<file path="config.mk">
export PLATFORM = sky130hd
export DESIGN_NAME = bst_tap_datapath
export DESIGN_NICKNAME = d
export VERILOG_FILES = /design/src/design/bst_pkg.sv /design/src/design/bst_tap_datapath.sv
export SDC_FILE = /design/constraint.sdc
export NUM_CORES = 1
export LEC_CHECK = 0
export BUFFER_PORTS_ARGS = -buffer_cell sky130_fd_sc_hd__buf_2
export CAP_MARGIN = 5
export CORE_MARGIN = 1.5
export CORE_UTILIZATION = 50
export CTS_CLUSTER_SIZE = 16
export DETAILED_ROUTE_END_ITERATION = 8
export PLACE_DENSITY = 0.81
export SYNTH_ARGS = -nofsm -noshare
export SYNTH_HDL_FRONTEND = slang
export SYNTH_SLANG_ARGS = --single-unit
export TNS_END_PERCENT = 100
</file>
<file path="constraint.sdc">
create_clock -name hclk -period 2.2 [get_ports hclk]
set_clock_uncertainty 0.15 [all_clocks]
set_input_delay 0.11 -clock hclk [delete_from_list [all_inputs] [get_ports hclk]]
set_output_delay 0.11 -clock hclk [all_outputs]
set_load 0.02 [all_outputs]
</file>
<file path="src/design/bst_pkg.sv">
// Package for the boundary-scan test-port datapath.
// Assumes one hclk domain; the test-port pins arrive asynchronously.
package bst_pkg;

    // ------------------------------------------------------------
    // Register map (byte addresses, one 8-bit register per word)
    // ------------------------------------------------------------
    localparam logic [31:0] ADDR_MCU_CONTROL       = 32'h0000_0000;
    localparam logic [31:0] ADDR_RESET_CAUSE       = 32'h0000_0004;
    localparam int          REG_W                  = 8;
    localparam int          BIT_TEST_PORT_DISABLE  = 7;
    localparam int          BIT_GLOBAL_PULLUP_DIS  = 4;
    localparam int          BIT_TEST_RESET_FLAG    = 4;
    localparam logic [7:0]  MCU_CONTROL_RST        = 8'h00;

    // ------------------------------------------------------------
    // Timed write window, in core cycles
    // ------------------------------------------------------------
    localparam int          DISABLE_WINDOW_CYC     = 4;
    localparam int          WIN_W                  = 3;

    // ------------------------------------------------------------
    // Instruction register
    // ------------------------------------------------------------
    localparam int          IR_W                   = 4;
    localparam logic [3:0]  OP_EXTEST              = 4'h0;
    localparam logic [3:0]  OP_IDCODE              = 4'h1;
    localparam logic [3:0]  OP_SAMPLE_PRELOAD      = 4'h2;
    localparam logic [3:0]  OP_CORE_RESET          = 4'hC;
    localparam logic [3:0]  OP_BYPASS              = 4'hF;
    localparam logic [3:0]  IR_CAPTURE_VAL         = 4'h1;

    // ------------------------------------------------------------
    // Identification register layout
    // ------------------------------------------------------------
    localparam int          ID_W                   = 32;
    localparam int          ID_VER_W               = 4;
    localparam int          ID_PART_W              = 16;
    localparam int          ID_MFR_W               = 11;

    // Data path selected by the current instruction
    typedef enum logic [1:0] {
        SEL_BYPASS = 2'h0,
        SEL_ID     = 2'h1,
        SEL_CHAIN  = 2'h2,
        SEL_RESET  = 2'h3
    } bst_sel_type;

    // TAP controller states
    typedef enum logic [15:0] {
        TLR  = 16'h0001, RTI  = 16'h0002, SDRS = 16'h0004, CDR  = 16'h0008,
        SHDR = 16'h0010, E1DR = 16'h0020, PDR  = 16'h0040, E2DR = 16'h0080,
        UDR  = 16'h0100, SIRS = 16'h0200, CIR  = 16'h0400, SHIR = 16'h0800,
        E1IR = 16'h1000, PIR  = 16'h2000, E2IR = 16'h4000, UIR  = 16'h8000
    } bst_tap_type;

    // Four-wire test port, inputs side
    typedef struct packed {
        logic tck;
        logic tms;
        logic tdi;
    } bst_tap_in_type;

endpackage : bst_pkg

</file>
<file path="src/design/bst_tap_datapath.sv">
// Boundary-scan test access port with instruction decode, data paths,
// port-pin scan cells, reset observe cell and the AHB-Lite control registers.
// Assumes tck/tms/tdi and pins are asynchronous; core-side pin controls are on hclk.
//
// Overview of operation
// Instruction register is four bits wide.
// All shift registers move LSB first.
// No HIGHZ; core reset tri-states pins.
// Opcode 0 selects chain, drives pins immediately.
// EXTEST captures pins, shifts, updates outputs.
// Opcode 1 selects 32-bit ID; power-up default.
// ID holds version, part, manufacturer; captured, shifted.
// Opcode 2 samples pins, preloads latches, pins untouched.
// Opcode 0xC selects reset bit; TAP unaffected.
// Reset bit drives core reset directly, unlatched.
// Opcode 0xF selects bypass; captures zero.
// Disable bit off plus fuse enables port.
// Software writes disable bit twice in four cycles.
// Test reset flag sets on reset-bit reset.
// Flag clears on power-on or written zero.
// Pull-ups forced off under EXTEST or SAMPLE.
// Each pin cell is two scan stages.
// Cell takes raw pin, latch, direction bit; code captures the pin after two synchroniser flip-flops.
// Pull-up equals latch, not direction, not disable.
// Alternate functions outside cell; analog controls off.
// No clock output under EXTEST or SAMPLE.
// Reset pin observed by observe-only chain cell.
// Version field four bits, revision-tracking.
// Part field 16 bits, manufacturer 11 bits.
// Unlisted opcodes select bypass register.
//
// Our own choices: the placing of the registers and the AHB-Lite register port.
module bst_tap_datapath
    import bst_pkg::*;
#(
    parameter int                 NUM_PINS  = 8,
    parameter logic [3:0]         VERSION   = 4'h0,
    parameter logic [15:0]        PART_NUM  = 16'h1234,  // Arbitrary value
    parameter logic [10:0]        MFR_ID    = 11'h055    // Arbitrary value
) (
    // Clock and reset
    input  wire logic                 hclk,
    input  wire logic                 hresetn,
    // AHB-Lite slave
    input  wire logic                 hsel,
    input  wire logic [31:0]          haddr,
    input  wire logic [1:0]           htrans,
    input  wire logic                 hwrite,
    input  wire logic [2:0]           hsize,
    input  wire logic [31:0]          hwdata,
    input  wire logic                 hready,
    output logic      [31:0]          hrdata,
    output logic                      hreadyout,
    output logic                      hresp,
    // Test port pins
    input  wire bst_tap_in_type       tap_in,
    output logic                      tdo_o,
    output logic                      tdo_oe,
    // Fuses and reset pin
    input  wire logic                 test_port_enable_fuse,
    input  wire logic                 clock_output_fuse,
    input  wire logic                 ext_reset_n,
    // Core side of the port pins
    input  wire logic [NUM_PINS-1:0]  direction_bit,
    input  wire logic [NUM_PINS-1:0]  output_latch_bit,
    input  wire logic                 core_clk_out,
    // Pads
    input  wire logic [NUM_PINS-1:0]  pad_in,
    output logic      [NUM_PINS-1:0]  pad_out,
    output logic      [NUM_PINS-1:0]  pad_oe,
    output logic      [NUM_PINS-1:0]  pullup_enable,
    output logic                      clk_out_pin,
    output logic                      analog_ctrl_off,
    // Core status
    output logic                      core_reset,
    output logic                      test_port_active,
    output logic                      global_pullup_disable
);

    localparam int CHAIN_LEN = 2 * NUM_PINS + 1;

    // ------------------------------------------------------------
    // Functions
    // ------------------------------------------------------------
    function automatic bst_sel_type decode_sel(input logic [IR_W-1:0] op);
        unique case (op)
            OP_EXTEST, OP_SAMPLE_PRELOAD: decode_sel = SEL_CHAIN;
            OP_IDCODE:                    decode_sel = SEL_ID;
            OP_CORE_RESET:                decode_sel = SEL_RESET;
            default:                      decode_sel = SEL_BYPASS;
        endcase
    endfunction : decode_sel

    function automatic bst_tap_type tap_next(input bst_tap_type s, input logic tms);
        unique case (s)
            TLR:  tap_next = tms ? TLR  : RTI;
            RTI:  tap_next = tms ? SDRS : RTI;
            SDRS: tap_next = tms ? SIRS : CDR;
            CDR:  tap_next = tms ? E1DR : SHDR;
            SHDR: tap_next = tms ? E1DR : SHDR;
            E1DR: tap_next = tms ? UDR  : PDR;
            PDR:  tap_next = tms ? E2DR : PDR;
            E2DR: tap_next = tms ? UDR  : SHDR;
            UDR:  tap_next = tms ? SDRS : RTI;
            SIRS: tap_next = tms ? TLR  : CIR;
            CIR:  tap_next = tms ? E1IR : SHIR;
            SHIR: tap_next = tms ? E1IR : SHIR;
            E1IR: tap_next = tms ? UIR  : PIR;
            PIR:  tap_next = tms ? E2IR : PIR;
            E2IR: tap_next = tms ? UIR  : SHIR;
            UIR:  tap_next = tms ? SDRS : RTI;
            default: tap_next = TLR;
        endcase
    endfunction : tap_next

    // ------------------------------------------------------------
    // Synchronisers for pins
    // ------------------------------------------------------------
    bst_tap_in_type        tap_s1_r, tap_s2_r;
    logic                  tck_prev_r;
    logic                  rstn_s1_r, rstn_s2_r;
    logic [NUM_PINS-1:0]   pad_s1_r, pad_s2_r;

    // Pads pass two flip-flops; this costs two hclk cycles of capture latency
    always_ff @(posedge hclk or negedge hresetn) begin
        if (!hresetn) begin
            tap_s1_r   <= '0;
            tap_s2_r   <= '0;
            tck_prev_r <= 1'b0;
            rstn_s1_r  <= 1'b1;
            rstn_s2_r  <= 1'b1;
            pad_s1_r   <= '0;
            pad_s2_r   <= '0;
        end else begin
            tap_s1_r   <= tap_in;
            tap_s2_r   <= tap_s1_r;
            tck_prev_r <= tap_s2_r.tck;
            rstn_s1_r  <= ext_reset_n;
            rstn_s2_r  <= rstn_s1_r;
            pad_s1_r   <= pad_in;
            pad_s2_r   <= pad_s1_r;
        end
    end

    logic tck_rise, tck_fall;
    assign tck_rise = tap_s2_r.tck & ~tck_prev_r;
    assign tck_fall = ~tap_s2_r.tck & tck_prev_r;

    // ------------------------------------------------------------
    // Control registers
    // ------------------------------------------------------------
    logic [REG_W-1:0]  mcu_control_r;
    logic [WIN_W-1:0]  arm_cnt_r;
    logic              test_reset_flag_r, arm_val_r, port_en, rst_reg_r;

    assign port_en               = test_port_enable_fuse & ~mcu_control_r[BIT_TEST_PORT_DISABLE];
    assign test_port_active      = port_en;
    assign global_pullup_disable = mcu_control_r[BIT_GLOBAL_PULLUP_DIS];

    // AHB-Lite address phase
    logic              dp_wr_r, ap_take;
    logic [31:0]       dp_addr_r;
    assign ap_take   = hsel & hready & htrans[1];
    assign hreadyout = 1'b1;
    assign hresp     = 1'b0;

    always_ff @(posedge hclk or negedge hresetn) begin
        if (!hresetn) begin
            dp_wr_r   <= 1'b0;
            dp_addr_r <= '0;
            hrdata    <= '0;
        end else begin
            dp_wr_r <= ap_take & hwrite;
            if (ap_take) begin
                dp_addr_r <= haddr;
            end
            if (ap_take && !hwrite) begin
                if (haddr == ADDR_MCU_CONTROL) begin
                    hrdata <= {24'h000000, mcu_control_r};
                end else if (haddr == ADDR_RESET_CAUSE) begin
                    hrdata <= {24'h000000, 3'b000, test_reset_flag_r, 4'h0};
                end else begin
                    hrdata <= '0;
                end
            end
        end
    end

    logic wr_ctl, wr_sta, new_dis;
    assign wr_ctl  = dp_wr_r & (dp_addr_r == ADDR_MCU_CONTROL);
    assign wr_sta  = dp_wr_r & (dp_addr_r == ADDR_RESET_CAUSE);
    assign new_dis = hwdata[BIT_TEST_PORT_DISABLE];

    // Disable bit changes only on a matching second write inside the window
    always_ff @(posedge hclk or negedge hresetn) begin
        if (!hresetn) begin
            mcu_control_r <= MCU_CONTROL_RST;
            arm_val_r     <= 1'b0;
            arm_cnt_r     <= '0;
        end else begin
            if (arm_cnt_r != '0) begin
                arm_cnt_r <= arm_cnt_r - 1'b1;
            end
            if (wr_ctl) begin
                mcu_control_r[BIT_TEST_PORT_DISABLE-1:0] <= hwdata[BIT_TEST_PORT_DISABLE-1:0];
                if (arm_cnt_r != '0 && arm_val_r == new_dis) begin
                    mcu_control_r[BIT_TEST_PORT_DISABLE] <= new_dis;
                    arm_cnt_r                            <= '0;
                end else begin
                    arm_val_r <= new_dis;
                    arm_cnt_r <= WIN_W'(DISABLE_WINDOW_CYC);
                end
            end
        end
    end

    // Set wins over a software clear in the same cycle
    always_ff @(posedge hclk or negedge hresetn) begin
        if (!hresetn) begin
            test_reset_flag_r <= 1'b0;
        end else if (rst_reg_r) begin
            test_reset_flag_r <= 1'b1;
        end else if (wr_sta && !hwdata[BIT_TEST_RESET_FLAG]) begin
            test_reset_flag_r <= 1'b0;
        end
    end

    // ------------------------------------------------------------
    // TAP controller
    // ------------------------------------------------------------
    bst_tap_type tap_r;

    // A disabled port holds the controller in Test-Logic-Reset
    always_ff @(posedge hclk or negedge hresetn) begin
        if (!hresetn) begin
            tap_r <= TLR;
        end else if (!port_en) begin
            tap_r <= TLR;
        end else if (tck_rise) begin
            tap_r <= tap_next(tap_r, tap_s2_r.tms);
        end
    end

    // ------------------------------------------------------------
    // Instruction register
    // ------------------------------------------------------------
    logic [IR_W-1:0]  ir_sr_r;
    logic [IR_W-1:0]  ir_r;
    bst_sel_type      sel;
    logic             scan_mode, extest;

    always_ff @(posedge hclk or negedge hresetn) begin
        if (!hresetn) begin
            ir_sr_r <= '0;
            ir_r    <= OP_IDCODE;
        end else if (tap_r == TLR) begin
            ir_r    <= OP_IDCODE;
        end else if (tck_rise) begin
            unique case (tap_r)
                CIR:     ir_sr_r <= IR_CAPTURE_VAL;
                SHIR:    ir_sr_r <= {tap_s2_r.tdi, ir_sr_r[IR_W-1:1]};
                UIR:     ir_r    <= ir_sr_r;
                default: ir_sr_r <= ir_sr_r;
            endcase
        end
    end

    assign sel       = decode_sel(ir_r);
    assign extest    = (ir_r == OP_EXTEST);
    assign scan_mode = extest | (ir_r == OP_SAMPLE_PRELOAD);

    // ------------------------------------------------------------
    // Data registers
    // ------------------------------------------------------------
    logic                  byp_r;
    logic [ID_W-1:0]       id_sr_r;
    logic [CHAIN_LEN-1:0]  chain_r;
    logic [NUM_PINS-1:0]   upd_ctl_r, upd_dat_r;
    logic [ID_W-1:0]       id_val;
    logic [CHAIN_LEN-1:0]  chain_cap;
    logic                  do_cap, do_shift, do_upd;

    assign id_val   = {VERSION, PART_NUM, MFR_ID, 1'b1};
    assign do_cap   = tck_rise & (tap_r == CDR);
    assign do_shift = tck_rise & (tap_r == SHDR);
    assign do_upd   = tck_rise & (tap_r == UDR);

    // Even cell is drive control, odd cell is pin level, top cell observes reset pin
    always_comb begin
        for (int i = 0; i < NUM_PINS; i++) begin
            chain_cap[2*i]   = direction_bit[i];
            chain_cap[2*i+1] = pad_s2_r[i];
        end
        chain_cap[CHAIN_LEN-1] = rstn_s2_r;
    end

    always_ff @(posedge hclk or negedge hresetn) begin
        if (!hresetn) begin
            byp_r <= 1'b0;
        end else if ((do_cap || do_shift) && sel == SEL_BYPASS) begin
            byp_r <= do_shift & tap_s2_r.tdi;
        end
    end

    always_ff @(posedge hclk or negedge hresetn) begin
        if (!hresetn) begin
            id_sr_r <= '0;
        end else if (do_cap && sel == SEL_ID) begin
            id_sr_r <= id_val;
        end else if (do_shift && sel == SEL_ID) begin
            id_sr_r <= {tap_s2_r.tdi, id_sr_r[ID_W-1:1]};
        end
    end

    always_ff @(posedge hclk or negedge hresetn) begin
        if (!hresetn) begin
            chain_r <= '0;
        end else if (do_cap && sel == SEL_CHAIN) begin
            chain_r <= chain_cap;
        end else if (do_shift && sel == SEL_CHAIN) begin
            chain_r <= {tap_s2_r.tdi, chain_r[CHAIN_LEN-1:1]};
        end
    end

    // Update latches; the reset observe cell has none
    always_ff @(posedge hclk or negedge hresetn) begin
        if (!hresetn) begin
            upd_ctl_r <= '0;
            upd_dat_r <= '0;
        end else if (do_upd && sel == SEL_CHAIN) begin
            for (int i = 0; i < NUM_PINS; i++) begin
                upd_ctl_r[i] <= chain_r[2*i];
                upd_dat_r[i] <= chain_r[2*i+1];
            end
        end
    end

    // A power-on reset, Test-Logic-Reset or a shifted-in zero clears it; this instruction never resets the TAP
    always_ff @(posedge hclk or negedge hresetn) begin
        if (!hresetn) begin
            rst_reg_r <= 1'b0;
        end else if (tap_r == TLR) begin
            rst_reg_r <= 1'b0;
        end else if (do_shift && sel == SEL_RESET) begin
            rst_reg_r <= tap_s2_r.tdi;
        end
    end

    assign core_reset = rst_reg_r | ~rstn_s2_r;

    // ------------------------------------------------------------
    // Test data out, changed on the falling edge of the test clock
    // ------------------------------------------------------------
    logic tdo_nxt;
    always_comb begin
        unique case (sel)
            SEL_ID:    tdo_nxt = id_sr_r[0];
            SEL_CHAIN: tdo_nxt = chain_r[0];
            SEL_RESET: tdo_nxt = rst_reg_r;
            default:   tdo_nxt = byp_r;
        endcase
        if (tap_r == SHIR) begin
            tdo_nxt = ir_sr_r[0];
        end
    end

    always_ff @(posedge hclk or negedge hresetn) begin
        if (!hresetn) begin
            tdo_o  <= 1'b0;
            tdo_oe <= 1'b0;
        end else if (!port_en) begin
            tdo_oe <= 1'b0;
        end else if (tck_fall) begin
            tdo_o  <= tdo_nxt;
            tdo_oe <= (tap_r == SHIR) | (tap_r == SHDR);
        end
    end

    // ------------------------------------------------------------
    // Pad drive
    // ------------------------------------------------------------
    // EXTEST drives latches straight away; core reset otherwise tri-states the pads
    always_ff @(posedge hclk or negedge hresetn) begin
        if (!hresetn) begin
            pad_out         <= '0;
            pad_oe          <= '0;
            pullup_enable   <= '0;
            clk_out_pin     <= 1'b0;
            analog_ctrl_off <= 1'b0;
        end else begin
            pad_out <= extest ? upd_dat_r : output_latch_bit;
            pad_oe  <= extest ? upd_ctl_r : (core_reset ? '0 : direction_bit);
            if (scan_mode) begin
                pullup_enable <= '0;
            end else begin
                pullup_enable <= output_latch_bit & ~direction_bit & {NUM_PINS{~global_pullup_disable}};
            end
            clk_out_pin     <= clock_output_fuse & ~scan_mode & core_clk_out;
            analog_ctrl_off <= scan_mode;
        end
    end

endmodule : bst_tap_datapath

</file>
# After elaboration in Yosys (flattened, before gate mapping)
# Index checks and enable logic that the tools add are counted.
[op_classes]
add_sub_neg = 1
n_eq_ne = 27
mux = 41
bitwise = 28
n_reduce_logical = 35
[ops]
columns = ["op", "count"]
rows = [
  ["$pmux 16 s12", 1],
  ["$mux 32", 3],
  ["$eq 32x3->1 const B", 2],
  ["$logic_not 32->1", 2],
  ["$mux 16", 4],
  ["$mux 8", 5],
  ["$mux 17", 2],
  ["$mux 9", 2],
  ["$and 8x8->8", 2],
  ["$eq 16x1->1 const B", 1],
  ["$eq 16x10->1 const B", 1],
  ["$eq 16x11->1 const B", 1],
  ["$eq 16x12->1 const B", 1],
  ["$eq 16x13->1 const B", 1],
  ["$eq 16x14->1 const B", 1],
  ["$eq 16x15->1 const B", 1],
  ["$eq 16x16->1 const B", 1],
  ["$eq 16x2->1 const B", 1],
  ["$eq 16x3->1 const B", 1],
  ["$eq 16x4->1 const B", 1],
  ["$eq 16x5->1 const B", 1],
  ["$eq 16x6->1 const B", 1],
  ["$eq 16x7->1 const B", 1],
  ["$eq 16x8->1 const B", 1],
  ["other kinds (37)", 94],
]
[word_totals]
regBits = 222
inputBits = 105
out_inout_bits = 65
word_cells = 167

# Longest topological paths before layout
[logic_depth]
depth_word = 7
ltp_mapped = 8

# Worst setup path before layout
# No wires, ideal clock.
[synth_path]
kind = "register -> register"
from = "reg tap_r[12]"
to = "reg upd_ctl_r[0]"
setup_ns = 0.125
arrival_ns = 2.118
required_time_ns = 1.925
slack_ns = -0.194
path_stages_with_launch = 7
n_path_buf = 3
period_less_slack_ns = 2.394
cell_sequence = "dfrtp_1 > buf_6 > or4_1 > buf_6 > nor4_4 > buf_8 > mux2_4"
[synth_between]
elab_chain_cells = 3
[synth_lines]
columns = ["item", "line", "source"]
rows = [
  ["from (decl)", "bst_tap_datapath.sv:231", "bst_tap_type tap_r;"],
  ["from (signal assigned)", "bst_tap_datapath.sv:240", "tap_r <= tap_next(tap_r, tap_s2_r.tms);"],
  ["$eq 16x9->1", "bst_tap_datapath.sv:286", "assign do_upd = tck_rise & (tap_r == UDR);"],
  ["$and 1x1->1", "bst_tap_datapath.sv:286", ""],
  ["$logic_and 1x1->1", "bst_tap_datapath.sv:330", "end else if (do_upd && sel == SEL_CHAIN) begin"],
  ["to (signal, indexed assignment)", "bst_tap_datapath.sv:332", "upd_ctl_r[i] <= chain_r[2*i];"],
  ["to (decl)", "bst_tap_datapath.sv:278", "logic [NUM_PINS-1:0] upd_ctl_r, upd_dat_r;"],
]
# Every way passes these cells.
# A chain may end at the register's enable or synchronous reset.

# Final worst setup path
[layout_path]
from = "reg tap_r[12]"
to = "reg upd_dat_r[0]"
[layout_between]
elab_chain_cells = 3
[layout_lines]
columns = ["item", "line", "source"]
rows = [
  ["$eq 16x9->1", "bst_tap_datapath.sv:286", ""],
  ["$and 1x1->1", "bst_tap_datapath.sv:286", ""],
  ["$logic_and 1x1->1", "bst_tap_datapath.sv:330", ""],
  ["to (signal, indexed assignment)", "bst_tap_datapath.sv:333", "upd_dat_r[i] <= chain_r[2*i+1];"],
  ["to (decl)", "bst_tap_datapath.sv:278", ""],
]
# Every way passes these cells.

==> flow_summary.yaml <==
placed_design:
  dp.cells: 1046
  io_buffers: 115
  hpwl_mm: 11.97
  place.gp.congestion: 0.8652
  pre_cts_slack_ns: 0.005507
timing:
  slew_violations: 0
  rsz0062_at_grt: "true"
  min_period_over_period_pct: 100.5
  slew_headroom_pct: 57.21
  finalSetupTns_ns: -0.04745
  finalSetupViolCount: 7
  max_freq_mhz: 452.5
  timing.final.crit_period_ns: 2.210
  fin_ws_ns: -0.01009
  tightest_slew_ns: 0.6329
  finalHoldViolCount: 0
critical_path:
  critical-path-slowest-cell: "or4_4"
  critPathMaxFanout: 16
  cp_top_family: "simple AND/OR/NAND/NOR gates"
  cpPeakStageDelay_ns: 0.63
  timing_worst_setup_path_type: "register to register"
  worst_setup_path_start_kind: "register"
  path_cells: "or4_4, nor4_4, buf_12, mux2_2"
  crit_buf_inv: 1
  crit_required_ns: 2.37
  worst_ep_arrival_time_ns: 2.38
  critPathCaptureType: "register"
clock_tree:
  cts_tree: "built"
  htree_levels: 4
  worst_skew_pair.late_latency_ns: 0.44
  clk_pin_slew_worst_paths_ns: 0.08
  cts_sinks: 198
  root_buffer: "clkbuf_16"
  clockBufferDepth: 2
  cts_made_buffers: 17
outcome:
  violations: "negative setup slack"
  status: "complete, but fails checks"
cells_and_area:
  layout-drive-gt1-share_pct: 33.33
  stdcell_count: 1159
  area_growth_pct: 30.82
  fin_util_pct: 67.13
  num_antenna_cells: 0
  final_nets: 1033
global_routing:
  grt_max_degree: 62
  grt_usage_pct: 23.49
  grt_pass1_wl_mm: 32.82
  grt_pass1_vias: 6617
  gr-total-overflow: 0
  antenna_found_initial: 0
detailed_routing:
  vias: 6378
  drt_wl_total_mm: 20.45
  routedWlPerCell_um: 17.65
  drt_iter0_drc: 352
  viasPerCell: 5.503
  drt_pass1_iterations: 5
  drc: 0
  ant_nets: 0
synthesis:
  ys_async_sr_fraction_pct: 100.0
  ys_seq_elements: 198
  synth_cell_types: 65
  ys_warn_count: 0
  postSynthCellCount: 694
  synth_ff_type: "dfrtp_1"
  synth_edf_count: 0
  synth_area_um2: 8509
  syn_avg_cell_area_um2: 12.26
  synth_seq_area_share_pct: 58.29
floorplan:
  fp.dieW_um: 133.5
  rows: 47
  io_pins: 170
  dieArea_um2: 17810
  die_h_um: 133.5
  design.core.area_um2: 16580
  initial_core_util_pct: 51.31
power_and_ir_drop:
  p_per_area_nw_per_um2: 707.0
  p_leak_nw: 5.191
  total_power_mw: 7.870
  ir_worst_vdd_v: 0.0005513
run:
  drv_cap: 0
min_path:
  hold_path.class: "primary input to asynchronous set/reset pin"
layer usage:
| metal | global-route usage [%] | part of all wire (%) | up-vias |
|---|---|---|---|
| met1 | 28.44 | 40 | 3167 |
| li1 | - | - | 2925 |
| met2 | 40.47 | 52 | 245 |
| met3 | 5.784 | 6.1 | 41 |
| met4 | 9.300 | 2.4 | 0 |
| met5 | 0 | 0 | - |
cell usage after synthesis, drive strengths merged (10+ instances only):
library cell  instances  area [um2]
a21oi                18       93.84
a22o                 30       262.8
buf                  40       295.3
clkbuf               24       90.09
dfrtp               194        4855
inv                  12       45.04
mux2                 64       758.2
mux2i                21       210.2
nand2                50       187.7
nand3                12       72.57
nand4                13       87.58
nor2                 31       140.1
nor3                 12       65.06
nor4                 24       222.7
o21ai                41       209.0
o22a                 10       87.58
per-stage QoR:
stage	area [um2]	hold slack, ns
after CTS	10990	0.06334
after global routing	11130	0.08689
after detailed placement	9603	-0.02998
after floorplan	8603	-0.3356
after global placement	9603	-0.02490
final	11130	0.05697
final cells by class:
class / instances / area [um2]
Timing Repair Buffer: 253 / 1912
Fill cell: 1114 / 5451
Clock buffer: 17 / 425.4
Clock inverter: 15 / 216.5
Inverter: 12 / 45.04
Multi-Input combinational cell: 444 / 3297
Sequential cell: 198 / 4961
Tap cell: 220 / 275.3
where the power goes:
| part | switching, mW | total (mW) | internal, mW |
|---|---|---|---|
| registers | 0.103 | 3.93 | 3.83 |
| logic | 0.372 | 0.725 | 0.352 |
| clock network | 1.63 | 3.21 | 1.58 |
| total | 2.11 | 7.87 | 5.76 |
path summary, 6_finish.rpt:
path / depth (start not counted) / end / slack [ns] / from
max in group asynchronous: 3 / id_sr_r[15]$_DFFE_PN0P_ / 1.06 / hresetn
min: 2 / pad_out[1]$_DFF_PN0_ / 0.06 / hresetn
min reg2reg: 0 / pad_s2_r[2]$_DFF_PN0_ / 0.20 / pad_s1_r[2]$_DFF_PN0_
max reg2reg: 4 / upd_dat_r[0]$_DFFE_PN0P_ / -0.01 / tap_r[12]$_DFFE_PN0P_
min in group hclk: 4 / dp_wr_r$_DFF_PN0_ / 0.12 / hready
max: 4 / upd_dat_r[0]$_DFFE_PN0P_ / -0.01 / tap_r[12]$_DFFE_PN0P_
cells by family (layout without fill, tap and decap cells):
group	Yosys count	after routing	share of synthesized area, %
muxes	85	85	11.38
AOI/OAI and AO/OA	119	119	9.543
buffers and inverters	76	297	5.058
other	2	26	0.08826
and+or+nand+nor	202	202	14.32
xor gates and xnor gates	10	10	1.029
adders and majority gates	2	2	0.2940
DFF	198	198	58.29
registers in the layout, summed over array words and instances, names as in the netlist, 3 cells and up:
register       count
ir_sr_r            4
tap_s1_r           3
pad_s2_r           8
ir_r               4
pad_s1_r           8
pad_oe             8
pullup_enable      8
tap_s2_r           3
arm_cnt_r          3
dp_addr_r         32
pad_out            8
upd_ctl_r          8
upd_dat_r          8
hrdata             8
chain_r           17
tap_r             16
id_sr_r           32
mcu_control_r      8
cells in the final DEF (no fill, tap or decap), types with 5 or more instances in the layout:
cell / n
o21ai_0: 36
nor2_1: 29
nor4_4: 6
nand2b_1: 9
nor3_1: 8
inv_1: 12
clkinv_8: 8
mux2i_1: 21
dfrtp_1: 193
o22a_1: 10
a22o_1: 30
mux2_4: 10
dlygate4sd3_1: 73
nand2_1: 50
nor3b_1: 9
nor4_1: 15
buf_4: 56
nand4_1: 12
buf_2: 114
a21oi_1: 17
nor2b_1: 6
xnor2_1: 7
conb_1: 26
nand3_1: 11
clkbuf_16: 18
buf_12: 7
or4_4: 5
mux2_2: 54
what timing repair did:
action | in CTS | in global routing
hold buffers | 73 | 0
endpoints found under the setup margin | 2 | 77
endpoints found under the hold margin | 247 | 0
gates cloned | 0 | 1
setup buffers | 0 | 7
gates resized for setup | 3 | 13
pin swaps | 0 | 18
No activity file was read; power rests on OpenSTA's default activity.
